### src/inc/lcm_pkg.sv
// Constants for the multiplexed display frame controller
package lcm_pkg;
  // ==========================================================
  // Register map (printed offsets are indices, byte = 4x)
  localparam logic [7:0]  LCM_IDX_STATUS   = 8'h00_D0;
  localparam logic [7:0]  LCM_IDX_MODE     = 8'h00_DC;
  localparam logic [7:0]  LCM_IDX_RAM_LO   = 8'h00_E0;
  localparam logic [7:0]  LCM_IDX_RAM_HI   = 8'h00_F7;
  localparam int          LCM_RAM_BYTES    = 24;
  localparam int          LCM_GROUP_BYTES  = 6;
  localparam int          LCM_SEG_COUNT    = 45;
  localparam logic [7:0]  LCM_MODE_RST     = 8'h00_00;
  // ==========================================================
  // Mode register fields
  localparam int          LCM_MUX_POS      = 6;
  localparam int          LCM_OSC_POS      = 3;
  localparam int          LCM_RATE_POS     = 0;
  // ==========================================================
  // Multiplex ratio codes
  localparam logic [1:0]  LCM_MUX_4        = 2'h0;
  localparam logic [1:0]  LCM_MUX_1        = 2'h1;
  localparam logic [1:0]  LCM_MUX_2        = 2'h2;
  localparam logic [1:0]  LCM_MUX_3        = 2'h3;
  // ==========================================================
  // Oscillator divider codes
  localparam logic [2:0]  LCM_OSC_OFF      = 3'h0;
  localparam logic [2:0]  LCM_OSC_AUX      = 3'h1;
  localparam logic [2:0]  LCM_OSC_RSV_A    = 3'h2;
  localparam logic [2:0]  LCM_OSC_D32      = 3'h3;
  localparam logic [2:0]  LCM_OSC_D64      = 3'h4;
  localparam logic [2:0]  LCM_OSC_D128     = 3'h5;
  localparam logic [2:0]  LCM_OSC_D256     = 3'h6;
  localparam logic [2:0]  LCM_OSC_RSV_B    = 3'h7;
  localparam logic [2:0]  LCM_RATE_RSV     = 3'h7;
  // ==========================================================
  // Reference ticks per base frame for rate codes 0..6
  localparam logic [9:0]  LCM_BASE_64      = 10'h200;
  localparam logic [9:0]  LCM_BASE_85      = 10'h180;
  localparam logic [9:0]  LCM_BASE_128     = 10'h100;
  localparam logic [9:0]  LCM_BASE_171     = 10'h0C0;
  localparam logic [9:0]  LCM_BASE_256     = 10'h080;
  localparam logic [9:0]  LCM_BASE_341     = 10'h060;
  localparam logic [9:0]  LCM_BASE_512     = 10'h040;
  // ==========================================================
  // AXI responses
  localparam logic [1:0]  LCM_RESP_OKAY    = 2'h0;
  localparam logic [1:0]  LCM_RESP_SLVERR  = 2'h2;
  // ==========================================================
  // Controller states
  typedef enum logic [1:0] {
    LCM_ST_OFF = 2'b01,
    LCM_ST_RUN = 2'b10
  } lcm_state_t;
endpackage

### src/verilog/lcm_frame_ctrl.sv
// Multiplexed display frame controller with AXI4-Lite registers
//
// Decided for this implementation: the AXI4-Lite slave port.
`timescale 1ns/10ps
// Functional notes
// - Mux field 00=four, 01=one, 10=two, 11=three backplanes active.
// - At 1/1 segments refresh at base rate from divided reference.
// - Rate field 000..110 picks 64..512 Hz base; 111 is reserved.
// - Frame rate equals base rate divided by active backplane count.
// - Bias divider enable is low whenever the driver is off.
// - Third-level bias generated for 1/1, 1/3, 1/4 modes.
// - Set RAM bit drives element on, cleared bit keeps it off.
// - Display RAM is not cleared by reset.
// - Unused backplane bytes stay plain read/write storage.
// - RAM at E0..F7, six bytes per backplane, low three bits unused.
// - STOP on main oscillator switches off and grounds all outputs.
// - With auxiliary oscillator selected, scanning continues in STOP.
// - Clock source change applies only at end of current frame.
// - Mode register at DC: mux 7-6, divider 5-3, rate 2-0.
// - Divider field scales main clock to the reference tick.
// - Divider codes: off, auxiliary, /32, /64, /128, /256; 2,7 reserved.
// - Oscillator failure grounds all segment and common outputs.
module lcm_frame_ctrl
  import lcm_pkg::*;
(
  // Clock and reset
  input  wire logic                     clk_in,
  input  wire logic                     sys_rst_in,
  // AXI4-Lite write address and data
  input  wire logic [11:0]              s_axi_awaddr_in,
  input  wire logic                     s_axi_awvalid_in,
  output logic                          s_axi_awready_out,
  input  wire logic [31:0]              s_axi_wdata_in,
  input  wire logic [3:0]               s_axi_wstrb_in,
  input  wire logic                     s_axi_wvalid_in,
  output logic                          s_axi_wready_out,
  // AXI4-Lite write response
  output logic [1:0]                    s_axi_bresp_out,
  output logic                          s_axi_bvalid_out,
  input  wire logic                     s_axi_bready_in,
  // AXI4-Lite read
  input  wire logic [11:0]              s_axi_araddr_in,
  input  wire logic                     s_axi_arvalid_in,
  output logic                          s_axi_arready_out,
  output logic [31:0]                   s_axi_rdata_out,
  output logic [1:0]                    s_axi_rresp_out,
  output logic                          s_axi_rvalid_out,
  input  wire logic                     s_axi_rready_in,
  // Core and oscillator status
  input  wire logic                     stop_mode_in,
  input  wire logic                     osc_fail_in,
  input  wire logic                     aux_slow_oscillator_in,
  // Panel drive
  output logic [LCM_SEG_COUNT-1:0]      segment_line_out,
  output logic [3:0]                    backplane_outputs_out,
  output logic                          frame_phase_out,
  output logic                          drive_en_out,
  output logic                          bias_third_en_out
);

  // ==========================================================
  // Registers and storage
  logic [7:0]       mode_q;
  logic [7:0]       ram_q [LCM_RAM_BYTES];
  lcm_state_t       state_q;
  logic [1:0]       act_mux_q;
  logic [2:0]       act_osc_q;
  logic [2:0]       act_rate_q;
  logic [7:0]       div_cnt_q;
  logic [9:0]       base_cnt_q;
  logic [1:0]       slot_q;
  logic             aux_q;
  logic             phase_q;
  logic             bvalid_q;
  logic [1:0]       bresp_q;
  logic             rvalid_q;
  logic [1:0]       rresp_q;
  logic [31:0]      rdata_q;
  logic [LCM_SEG_COUNT-1:0] seg_q;
  logic [3:0]       com_q;
  logic             drive_q;
  logic             bias_q;

  // ==========================================================
  // Mode decode helpers
  function automatic logic [1:0] last_slot(input logic [1:0] mux);
    unique case (mux)
      LCM_MUX_1: last_slot = 2'h0;
      LCM_MUX_2: last_slot = 2'h1;
      LCM_MUX_3: last_slot = 2'h2;
      LCM_MUX_4: last_slot = 2'h3;
    endcase
  endfunction

  function automatic logic [9:0] base_ticks(input logic [2:0] rate);
    unique case (rate)
      3'h0:    base_ticks = LCM_BASE_64;
      3'h1:    base_ticks = LCM_BASE_85;
      3'h2:    base_ticks = LCM_BASE_128;
      3'h3:    base_ticks = LCM_BASE_171;
      3'h4:    base_ticks = LCM_BASE_256;
      3'h5:    base_ticks = LCM_BASE_341;
      3'h6:    base_ticks = LCM_BASE_512;
      default: base_ticks = LCM_BASE_64;
    endcase
  endfunction

  function automatic logic [7:0] osc_last(input logic [2:0] osc);
    unique case (osc)
      LCM_OSC_D32:  osc_last = 8'h1F;
      LCM_OSC_D64:  osc_last = 8'h3F;
      LCM_OSC_D128: osc_last = 8'h7F;
      default:      osc_last = 8'hFF;
    endcase
  endfunction

  function automatic logic osc_usable(input logic [2:0] osc);
    osc_usable = (osc != LCM_OSC_OFF) && (osc != LCM_OSC_RSV_A) &&
                 (osc != LCM_OSC_RSV_B);
  endfunction

  // ==========================================================
  // Pending settings and run conditions
  logic [1:0] new_mux;
  logic [2:0] new_osc;
  logic [2:0] new_rate;
  logic       new_ok;
  logic       run_ok;
  assign new_mux  = mode_q[LCM_MUX_POS +: 2];
  assign new_osc  = mode_q[LCM_OSC_POS +: 3];
  assign new_rate = mode_q[LCM_RATE_POS +: 3];
  assign new_ok   = osc_usable(new_osc) && (new_rate != LCM_RATE_RSV);
  // Only the slow oscillator keeps ticking through STOP
  assign run_ok   = !osc_fail_in &&
                    !(stop_mode_in && act_osc_q != LCM_OSC_AUX);

  // ==========================================================
  // Reference tick: main clock divider or slow oscillator edge
  logic ref_tick;
  logic frame_end;
  logic slot_end;
  always_ff @(posedge clk_in) begin
    if (sys_rst_in) begin
      aux_q     <= 1'b0;
      div_cnt_q <= 8'h00;
    end else begin
      aux_q <= aux_slow_oscillator_in;
      if (state_q != LCM_ST_RUN || div_cnt_q == osc_last(act_osc_q))
        div_cnt_q <= 8'h00;
      else
        div_cnt_q <= div_cnt_q + 8'h01;
    end
  end
  assign ref_tick = (state_q == LCM_ST_RUN) &&
                    ((act_osc_q == LCM_OSC_AUX) ?
                     (aux_slow_oscillator_in && !aux_q) :
                     (div_cnt_q == osc_last(act_osc_q)));
  // One slot lasts one base period, so a frame of n slots runs at base/n
  assign slot_end  = ref_tick &&
                     (base_cnt_q == base_ticks(act_rate_q) - 10'h001);
  assign frame_end = slot_end && (slot_q == last_slot(act_mux_q));

  // ==========================================================
  // Slot and base counters
  always_ff @(posedge clk_in) begin
    if (sys_rst_in) begin
      base_cnt_q <= 10'h000;
      slot_q     <= 2'h0;
      phase_q    <= 1'b0;
    end else if (state_q != LCM_ST_RUN || !run_ok) begin
      base_cnt_q <= 10'h000;
      slot_q     <= 2'h0;
      phase_q    <= 1'b0;
    end else if (ref_tick) begin
      if (slot_end) begin
        base_cnt_q <= 10'h000;
        if (frame_end) begin
          slot_q  <= 2'h0;
          phase_q <= !phase_q;
        end else begin
          slot_q <= slot_q + 2'h1;
        end
      end else begin
        base_cnt_q <= base_cnt_q + 10'h001;
      end
    end
  end

  // ==========================================================
  // Run state and settings, taken at frame ends while running or at once from off
  always_ff @(posedge clk_in) begin
    if (sys_rst_in) begin
      state_q    <= LCM_ST_OFF;
      act_mux_q  <= LCM_MUX_4;
      act_osc_q  <= LCM_OSC_OFF;
      act_rate_q <= 3'h0;
    end else begin
      unique case (state_q)
        LCM_ST_OFF: begin
          // Nothing is on screen, so a setting applies at once
          if (new_ok && !osc_fail_in &&
              !(stop_mode_in && new_osc != LCM_OSC_AUX)) begin
            state_q    <= LCM_ST_RUN;
            act_mux_q  <= new_mux;
            act_osc_q  <= new_osc;
            act_rate_q <= new_rate;
          end
        end
        LCM_ST_RUN: begin
          if (!run_ok) begin
            state_q   <= LCM_ST_OFF;
            act_osc_q <= LCM_OSC_OFF;
          end else if (frame_end) begin
            if (new_ok) begin
              act_mux_q  <= new_mux;
              act_osc_q  <= new_osc;
              act_rate_q <= new_rate;
            end else begin
              state_q   <= LCM_ST_OFF;
              act_osc_q <= LCM_OSC_OFF;
            end
          end
        end
      endcase
    end
  end

  // ==========================================================
  // Segment pattern of the current slot
  logic [47:0] group_bits;
  generate
    for (genvar b = 0; b < LCM_GROUP_BYTES; b++) begin : g_grp
      assign group_bits[8*b +: 8] =
        ram_q[LCM_GROUP_BYTES * int'(slot_q) + b];
    end
  endgenerate

  // ==========================================================
  // Panel drive outputs; everything grounded while off
  always_ff @(posedge clk_in) begin
    if (sys_rst_in) begin
      seg_q   <= '0;
      com_q   <= 4'h0;
      drive_q <= 1'b0;
      bias_q  <= 1'b0;
    end else if (state_q == LCM_ST_RUN && run_ok) begin
      // Low three bits of each group's first byte carry no segment
      seg_q   <= group_bits[47:3];
      com_q   <= 4'h1 << slot_q;
      drive_q <= 1'b1;
      bias_q  <= (act_mux_q != LCM_MUX_2);
    end else begin
      seg_q   <= '0;
      com_q   <= 4'h0;
      drive_q <= 1'b0;
      bias_q  <= 1'b0;
    end
  end
  assign segment_line_out      = seg_q;
  assign backplane_outputs_out = com_q;
  assign frame_phase_out       = phase_q;
  assign drive_en_out          = drive_q;
  assign bias_third_en_out     = bias_q;

  // ==========================================================
  // AXI4-Lite slave: write takes address and data together
  logic [9:0] wr_idx;
  logic [9:0] rd_idx;
  logic       wr_go;
  logic       rd_go;
  logic       wr_ram;
  assign wr_idx = s_axi_awaddr_in[11:2];
  assign rd_idx = s_axi_araddr_in[11:2];
  // Address and data only go in together; either alone waits
  assign wr_go  = s_axi_awvalid_in && s_axi_wvalid_in && !bvalid_q;
  assign rd_go  = s_axi_arvalid_in && !rvalid_q;
  assign wr_ram = wr_idx >= {2'b00, LCM_IDX_RAM_LO} &&
                  wr_idx <= {2'b00, LCM_IDX_RAM_HI};
  assign s_axi_awready_out = wr_go;
  assign s_axi_wready_out  = wr_go;
  assign s_axi_arready_out = rd_go;

  always_ff @(posedge clk_in) begin
    if (sys_rst_in) begin
      mode_q   <= LCM_MODE_RST;
      bvalid_q <= 1'b0;
      bresp_q  <= LCM_RESP_OKAY;
    end else begin
      if (s_axi_bvalid_out && s_axi_bready_in)
        bvalid_q <= 1'b0;
      if (wr_go) begin
        bvalid_q <= 1'b1;
        bresp_q  <= LCM_RESP_OKAY;
        if (wr_idx == {2'b00, LCM_IDX_MODE}) begin
          if (s_axi_wstrb_in[0])
            mode_q <= s_axi_wdata_in[7:0];
        end else if (!wr_ram && wr_idx != {2'b00, LCM_IDX_STATUS}) begin
          bresp_q <= LCM_RESP_SLVERR;
        end
      end
    end
  end

  // No reset: contents are arbitrary until software writes them
  // Bytes of unused backplanes stay plain storage for software
  always_ff @(posedge clk_in) begin
    if (wr_go && wr_ram && s_axi_wstrb_in[0])
      ram_q[5'(wr_idx - {2'b00, LCM_IDX_RAM_LO})] <=
        s_axi_wdata_in[7:0];
  end

  always_ff @(posedge clk_in) begin
    if (sys_rst_in) begin
      rvalid_q <= 1'b0;
      rresp_q  <= LCM_RESP_OKAY;
      rdata_q  <= 32'h0000_0000;
    end else begin
      if (s_axi_rvalid_out && s_axi_rready_in)
        rvalid_q <= 1'b0;
      if (rd_go) begin
        rvalid_q <= 1'b1;
        rresp_q  <= LCM_RESP_OKAY;
        rdata_q  <= 32'h0000_0000;
        if (rd_idx == {2'b00, LCM_IDX_MODE})
          rdata_q[7:0] <= mode_q;
        else if (rd_idx == {2'b00, LCM_IDX_STATUS})
          rdata_q[10:0] <= {slot_q, act_mux_q, act_osc_q, act_rate_q,
                            state_q == LCM_ST_RUN};
        else if (rd_idx >= {2'b00, LCM_IDX_RAM_LO} &&
                 rd_idx <= {2'b00, LCM_IDX_RAM_HI})
          rdata_q[7:0] <= ram_q[5'(rd_idx - {2'b00, LCM_IDX_RAM_LO})];
        else
          rresp_q <= LCM_RESP_SLVERR;
      end
    end
  end
  assign s_axi_bvalid_out = bvalid_q;
  assign s_axi_bresp_out  = bresp_q;
  assign s_axi_rvalid_out = rvalid_q;
  assign s_axi_rresp_out  = rresp_q;
  assign s_axi_rdata_out  = rdata_q;

endmodule // lcm_frame_ctrl
### config.mk
export PLATFORM = sky130hd
export DESIGN_NAME = lcm_frame_ctrl
export DESIGN_NICKNAME = d
export VERILOG_FILES = /design/src/inc/lcm_pkg.sv /design/src/verilog/lcm_frame_ctrl.sv
export SDC_FILE = /design/constraint.sdc
export NUM_CORES = 1
export LEC_CHECK = 0
export BUFFER_PORTS_ARGS = -buffer_cell sky130_fd_sc_hd__buf_2
export CAP_MARGIN = 5
export CORE_MARGIN = 4
export CORE_UTILIZATION = 52
export DETAILED_ROUTE_END_ITERATION = 10
export GPL_TIMING_DRIVEN = 0
export PLACE_DENSITY = 0.69
export SYNTH_ARGS = -nofsm -noshare
export SYNTH_HDL_FRONTEND = slang
export SYNTH_SLANG_ARGS = --single-unit
export TNS_END_PERCENT = 20
### constraint.sdc
create_clock -name clk_in -period 8.6 [get_ports clk_in]
set_input_delay 0.86 -clock clk_in [delete_from_list [all_inputs] [get_ports clk_in]]
set_output_delay 0.86 -clock clk_in [all_outputs]
set_load 0.02 [all_outputs]
== Word level (Yosys, flattened, before mapping) ==
Memories as Yosys holds them, arrays and structs flattened. A register that Yosys moved wholly into a read port is not among the register bits.
Cells that the tools add are included.
Storage, ports and cells
  memory bits (writable): 192
  bits of input ports: 70
  memories kept: 1
  output and inout port bits: 93
  word-level logic and storage cells: 164
  register bits after elaboration: 63
Memory list
  ram_q: words 24, bits a word 8, read ports 7, clocked after Yosys merged registers in 6, wr ports 1, line lcm_frame_ctrl.sv:64  | logic [7:0] ram_q [LCM_RAM_BYTES];
Operators by class
  $lt $le $gt $ge: 4
  equal/unequal tests: 36
  add/subtract/negate cells: 11
  reductions and logical operators: 47
  mux-type cells: 44
  bitwise logic cells: 1
  shift operators: 1
  multipliers: 1
Operator list (count)
  $pmux 10 s6: 1
  $mux 8: 4
  $eq 10x8->1 const B: 3
  $mux 3: 10
  $mux 2: 14
  $pmux 8 s3: 1
  $logic_and 1x1->1: 23
  $ge 10x8->1 const B: 2
  $le 10x8->1 const B: 2
  $eq 8x8->1: 2
  $add 5x3->5 const B: 3
  $eq 3x3->1 const B: 5
  $ne 2x2->1 const B: 6
  $ne 3x3->1 const B: 4
  $pmux 3 s2: 2
  $add 10x1->10 const B: 1
  $eq 10x10->1: 1
  $mux 10: 1
  $ne 10x8->1 const B: 1
  $sub 10x1->10 const B: 1
  $sub 5x1->5 const B: 2
  $eq 3x2->1 const B: 3
  $logic_not 1->1: 9
  $reduce_and 3->1: 3
  23 further kinds: 41

== Depth between registers and ports, before layout ==
Gate-level depths: netlist of run 1.
  depth after elaboration: 10
  mapped depth: 12
  depth with buffers taken out: 10

== Worst setup path after synthesis of run 1 ==
OpenSTA, ideal clock, no wires.
  kind: register -> register
  from: reg act_rate_q[2]
  to: reg act_mux_q[0]
  path buffers: 2
  library setup time: 0.134 ns
  period minus slack after synthesis: 3.013 ns
  required time: 8.466 ns
  setup slack: 5.587 ns
  stages on the path, launching flop included: 12
  arrival time: 2.879 ns
  cells stage by stage: dfxtp_1 > buf_4 > xor2_1 > a21oi_1 > ha_1 > or4_2 > o211ai_1 > xor2_1 > or4_4 > buf_6 > nor3b_1 > or4_1
Between the ends
  cells in the longest elaborated chain, start to end: 8
  elaborated cells between the ends (all ways): 13
  classes of those cells: add/sub: 1; eq/ne: 8; mux: 1; reduce/logical: 3
RTL lines
  start: declaration: line lcm_frame_ctrl.sv:68  | logic [2:0] act_rate_q;
  start signal: assignment: line lcm_frame_ctrl.sv:206  | act_rate_q <= new_rate;
  start signal: assignment: line lcm_frame_ctrl.sv:217  | act_rate_q <= new_rate;
  $eq 3x3->1, or another cell as far along: line lcm_frame_ctrl.sv:96  | unique case (rate)
  $pmux 10 s6 (*): line lcm_frame_ctrl.sv:96
  $sub 10x1->10 (*): line lcm_frame_ctrl.sv:160  | (base_cnt_q == base_ticks(act_rate_q) - 10'h001);
  $eq 10x10->1 (*): line lcm_frame_ctrl.sv:160
  $logic_and 1x1->1 (*): line lcm_frame_ctrl.sv:159  | assign slot_end = ref_tick &&
  $logic_and 1x1->1 (*): line lcm_frame_ctrl.sv:161  | assign frame_end = slot_end && (slot_q == last_slot(act_mux_q));
  $ne 2x2->1 (no source line) (*)
  $reduce_and 4->1 (no source line) (*)
  end signal: assignment: line lcm_frame_ctrl.sv:204  | act_mux_q <= new_mux;
  end signal: assignment: line lcm_frame_ctrl.sv:215  | act_mux_q <= new_mux;
  end: declaration: line lcm_frame_ctrl.sv:66  | logic [1:0] act_mux_q;
Mark *: on every way between the ends. The rest lies on a longest branch, timed or not.
A chain may end at the register's enable or synchronous reset.

== Worst setup path after layout of run 1 ==
  from: reg slot_q[0]
  to: reg seg_q[15] (netlist: segment_line_out[15]), read port of ram_q
Between the ends
  cells in the longest elaborated chain, start to end: 2
RTL lines
  start: declaration: line lcm_frame_ctrl.sv:71  | logic [1:0] slot_q;
  start signal: assignment: line lcm_frame_ctrl.sv:181  | slot_q <= slot_q + 2'h1;
  $mul 2x2->4: line lcm_frame_ctrl.sv:234  | ram_q[LCM_GROUP_BYTES * int'(slot_q) + b];
  $add 5x3->5: line lcm_frame_ctrl.sv:234
  end: declaration: line lcm_frame_ctrl.sv:79  | logic [LCM_SEG_COUNT-1:0] seg_q;
No other way between the ends.

==> results.yml, run 1 <==
timing:
  setup_slack_ps: 4350
  fin_crit_sh: 0.495
  tightest_slew_ps: 1410
  holdWs_ps: 453
  fin_skew_ps: 26.9
  hold_viol_final: 0
  drv_slew: 0
  rsz0062_at_grt: "no"
  fmax_ghz: 0.235
  setup_violations: 0
  period_minus_slack_ps: 4250
  slew_headroom: 0.0561
  setup_tns_ps: 0
finish:
  multi_input_area_mm2: 0.00711
  drive_gt1_frac: 0.285
  fillerInstances: 2256
  regArea_mm2: 0.00789
  utilization: 0.608
  instances_no_fill: 1689
  design_area_mm2: 0.0177
  area_growth_pct: 14.1
  num-nets-final: 1359
  insertedDiodeCount: 0
critical_path:
  crit_slowest_cell: "buf_1"
  r2r-start: "slot_q[0]"
  crit_path_end_kind: "flop"
  cp-start-kind: "flop"
  critPathKind: "flop to flop"
  reg2reg_setup_slack_ps: 4350
  r2r_end: "segment_line_out[15]"
  path_delay_family: "buffers and inverters"
  cp_cell_sequence: "clkbuf_1 > inv_1 > ha_1 > clkbuf_1 > buf_1 > buf_1 > mux4_2 > mux2i_1 > nor2_1"
  path_max_fanout: 10
  timing.critical_path.slowest_cell_delay_ps: 770
  crit_buf_inv: 5
  r2r_cells: 9
  cp.required_ps: 9050
  worstPathArrival_ps: 4710
yosys:
  synth.distinct_cells: 64
  synthArstFlopShare: 0
  synth_ff_type: "edfxtp_1"
  syn_avg_cell_area_um2: 13.9
  seq_area_frac_synth: 0.509
  synth.most_common_cell: "edfxtp_1"
  yosysWarnings: 0
  yosys-top-cells-count: "edfxtp_1, mux4_2, nor2_1, dfxtp_1, mux2i_1"
  synth_edf_count: 192
  syn_area_mm2: 0.0155
  synth_largest_area_cell: "edfxtp_1"
  ys_top_cells_by_area: "edfxtp_1, mux4_2, dfxtp_1"
  ys_ff_latch: 298
  synth_cells: 1118
  synth_top_area_frac: 0.372
drt:
  drt_first_pass_iters: 5
  met2_length_mm: 22.2
  met1Wirelength_mm: 17.7
  viasPerCell: 6.75
  wirelength_mm: 48.9
  drc: 0
  drtAntennaViolNets: 0
  highest_layer: "met4"
  first_iter_violations: 1515
  wl_met3_mm: 6.18
  vias: 11401
  wire_per_inst_um: 29.0
placed_design:
  port_buffers: 104
  post-place-ws_ps: 4420
  dpl.hpwl_mm: 34.2
  dpl_cell_area_mm2: 0.0166
  dp_cells: 1628
  gp_congestion: 0.995
clock_tree:
  cts_tree: "built"
  clock_latency_ps: 590
  cts_sinks: 298
  htree_levels: 1
  cts_inserted_buffers: 31
  cts_buffer_depth: 3
  postCtsSetupBuffers: 0
  clk_pin_slew_ps: 70
  cts_resized: 0
  ctsRootBufferMaster: "clkbuf_16"
  hold_buffers: 0
floorplan:
  die_x_um: 181
  io_pins: 163
  die_area_mm2: 0.0326
  start_util: 0.533
  design.core.area_mm2: 0.0291
  num_rows: 62
  chipHeight_um: 181
hold_path:
  holdCritStartpoint: "s_axi_rdata_out[8]"
  holdPathStages: 2
  hold_path_end: "s_axi_rdata_out[8]"
  min_path_type: "flop to flop"
pwr:
  p_leak_nw: 6.09
  p_per_area_mw_per_mm2: 173
  irDropWorstVdd_mv: 0.170
  p_total_mw: 3.07
global_route:
  grt_pass1_vias: 11078
  grt_usage: 0.294
  antenna_found_initial: 0
  grt_pass1_wl_mm: 71.7
  grt_max_degree: 26
  grt_overflow: 0
run:
  cap_violations: 0
run_status:
  status: "complete, no violations"
==> layout by cell type, fill, tap and decap left out, types with 5 or more instances in the layout <==
master	n
mux2i_1	62
buf_6	5
nor2b_1	18
ha_1	9
nor3_1	11
buf_4	26
inv_1	11
clkbuf_1	59
xnor2_1	17
mux4_2	168
nand3_1	12
nand2b_1	13
nand2_1	57
a21oi_1	58
a221oi_1	8
edfxtp_1	192
nor4_1	5
clkbuf_16	32
dfxtp_1	106
conb_1	23
xor2_1	10
clkbuf_8	5
nor2_1	139
buf_1	21
a211oi_1	22
nor3b_1	7
buf_2	111
nand3b_1	9
o21ai_0	13
==> final cells by class <==
| type | instances | area share |
|---|---|---|
| Tap cell | 384 | 0.0272 |
| Timing Repair Buffer | 107 | 0.0313 |
| Clock buffer | 42 | 0.0502 |
| Inverter | 11 | 0.00233 |
| Multi-Input combinational cell | 720 | 0.402 |
| Buffer | 111 | 0.0306 |
| Sequential cell | 298 | 0.446 |
| Clock inverter | 16 | 0.0105 |
==> routing by layer <==
layer  vias to the layer above  track usage
met5                         -            0
met4                         0        0.140
met3                       177       0.0739
met2                       974        0.448
met1                      5605        0.400
li1                       4645            -
==> how the worst max path moves through the flow <==
stage	start	end	slack, ps	cells past startpoint
finish	slot_q[0]	segment_line_out[15]	4350	9
global route	slot_q[0]	segment_line_out[15]	4160	9
CTS	slot_q[0]	segment_line_out[15]	4490	9
detailed placement	s_axi_araddr_in[2]	s_axi_rdata_out[0]	4420	8
global placement	s_axi_araddr_in[2]	s_axi_rdata_out[0]	4390	8
floorplan	act_rate_q[2]	act_mux_q[0]	5590	11
==> worst reg2reg max path: stages (launching register included) <==
cell and delay, ps:
dfxtp_1 360, clkbuf_1 280, inv_1 190, ha_1 370, clkbuf_1 510, buf_1 680
buf_1 770, mux4_2 500, mux2i_1 380, nor2_1 90
==> sequential cells by signal, summed over array words and instances (netlist names), 4 cells and up <==
register,cells
ram_q,192
segment_line_out,45
s_axi_rdata_out,11
base_cnt_q,10
div_cnt_q,8
mode_q,8
backplane_outputs_out,4
==> cells by family after synthesis <==
kind of cell               Yosys count  share of synthesized area
xor gates and xnor gates            27                     0.0153
other                                1                   0.000242
AOI/OAI and AO/OA                  123                     0.0499
buffers and inverters              122                     0.0376
and+or+nand+nor                    308                     0.0967
adders and majority gates            9                    0.00727
DFF                                298                      0.509
muxes                              230                      0.284
==> power breakdown <==
part | total, mW | internal (mW) | switching (mW)
logic | 0.142 | 0.0532 | 0.0893
registers | 1.53 | 1.52 | 0.00216
clock network | 1.40 | 0.819 | 0.581
total | 3.07 | 2.40 | 0.672
Note: power is estimated with default switching activity, not from simulation.
==> run 2, diff against run 1 <==
- PLACE_DENSITY: 0.69 -> 0.72
- clock period: 8.6 -> 3.77 ns (I/O delays scaled with it)
==> results.yml, run 2 (synthesis results as in run 1) <==
floorplan:
  chipHeight_um: 181
  die_area_mm2: 0.0326
  die_x_um: 181
  io_pins: 163
  start_util: 0.533
  design.core.area_mm2: 0.0291
  num_rows: 62
hold_path:
  holdPathStages: 2
  min_path_type: "input port to flop"
placed_design:
  dp_cells: 1628
  gp_congestion: 1.02
  dpl.hpwl_mm: 33.6
  post-place-ws_ps: -369
  port_buffers: 104
pwr:
  p_per_area_mw_per_mm2: 396
  p_total_mw: 7.01
  p_leak_nw: 6.09
  irDropWorstVdd_mv: 0.365
finish:
  instances_no_fill: 1688
  num-nets-final: 1358
  drive_gt1_frac: 0.285
  layout_commonest_cell: "edfxtp_1"
  insertedDiodeCount: 0
  area_growth_pct: 14.1
  fillerInstances: 2215
  top_register: "ram_q"
  final_cell_mix: "edfxtp_1, mux4_2, nor2_1"
  largest_register_ffs: 192
  utilization: 0.608
run_status:
  status: "complete, no violations"
clock_tree:
  postCtsSetupBuffers: 0
  cts_sinks: 298
  clk_pin_slew_ps: 60
  clock_latency_ps: 580
  cts_tree: "built"
  cts_buffer_depth: 3
  ctsRootBufferMaster: "clkbuf_16"
  htree_levels: 1
  cts_inserted_buffers: 31
drt:
  vias: 11399
  viasPerCell: 6.75
  met1Wirelength_mm: 16.4
  wire_per_inst_um: 28.6
  drc: 0
  drt_first_pass_iters: 6
  wl_met3_mm: 7.64
  met2_length_mm: 21.2
  wirelength_mm: 48.3
  drtAntennaViolNets: 0
  highest_layer: "met4"
  first_iter_violations: 1692
global_route:
  grt_overflow: 0
  grt_max_degree: 26
  antenna_found_initial: 0
  grt_pass1_vias: 11052
  grt_pass1_wl_mm: 70.7
  grt_usage: 0.291
critical_path:
  crit_slowest_cell: "ha_1"
  cp_cell_sequence: "clkbuf_1 > inv_1 > ha_1 > clkbuf_1 > clkbuf_2 > mux4_2 > mux2i_1 > nor2_1"
  worstPathArrival_ps: 4010
  cp.required_ps: 4230
  crit_path_end_kind: "flop"
  path_max_fanout: 10
  cp-start-kind: "flop"
  timing.critical_path.slowest_cell_delay_ps: 680
  worst_path_most_repeated_cell: "clkbuf_1"
  r2r_cells: 8
  critPathKind: "flop to flop"
timing:
  fin_skew_ps: 23.5
  slew_headroom: 0.0589
  setup_slack_ps: 219
  period_minus_slack_ps: 3550
  setup_violations: 0
  drv_slew: 0
  hold_viol_final: 0
  holdWs_ps: 25.5
  rsz0062_at_grt: "no"
  fmax_ghz: 0.282
  fin_crit_sh: 0.942
  tightest_slew_ps: 1410
run:
  cap_violations: 0
[run 2: repair_timing]
| item | 4_1_cts | 5_1_grt |
|---|---|---|
| gates cloned | 0 | 0 |
| gates resized for setup | 5 | 8 |
| endpoints found under the setup margin | 37 | 37 |
| hold buffers | 0 | 0 |
[run 2: stage by stage]
step	cell area (um2)	setup TNS, ps
3_5_place_dp	16600	-4160
5_1_grt	17700	0
4_1_cts	17700	0
3_3_place_gp	16600	-2620
6_report	17700	0
2_1_floorplan	15600	0
[run 2: final cells by class]
class	count	area, um2	share of cell area
Multi-Input combinational cell	720	7110	0.402
Sequential cell	298	7890	0.446
Clock buffer	43	851	0.0481
Timing Repair Buffer	107	551	0.0311
Tap cell	384	480	0.0272
Inverter	11	41.3	0.00233
Buffer	110	554	0.0313
Clock inverter	15	210	0.0119
[run 2: power breakdown]
group / total [mW] / switching (mW) / internal, mW
combinational: 0.326 / 0.205 / 0.121
clock: 3.20 / 1.28 / 1.91
sequential: 3.48 / 0.00530 / 3.48
[run 2: path summary, 6_finish.rpt]
kind	end	from	slack, ps
max	segment_line_out[18]	slot_q[0]	220
min	aux_q	aux_slow_oscillator_in	30
max reg2reg	segment_line_out[18]	slot_q[0]	220
min reg2reg	s_axi_rdata_out[10]	s_axi_rdata_out[10]	450
[run 2: critical path, delay by kind of cell (launching register included)]
kind,cells,cell delay (ps)
buffers and inverters,4,1610
multiplexers,2,700
adder cells (fa/ha/maj),1,680
flip-flops,1,370
AND/OR/NAND/NOR,1,70
[run 2: routing by layer]
metal | vias up | GRT usage
met3 | 187 | 0.0991
met4 | 0 | 0.154
met2 | 1104 | 0.429
met1 | 5455 | 0.384
li1 | 4653 | -
met5 | - | 0
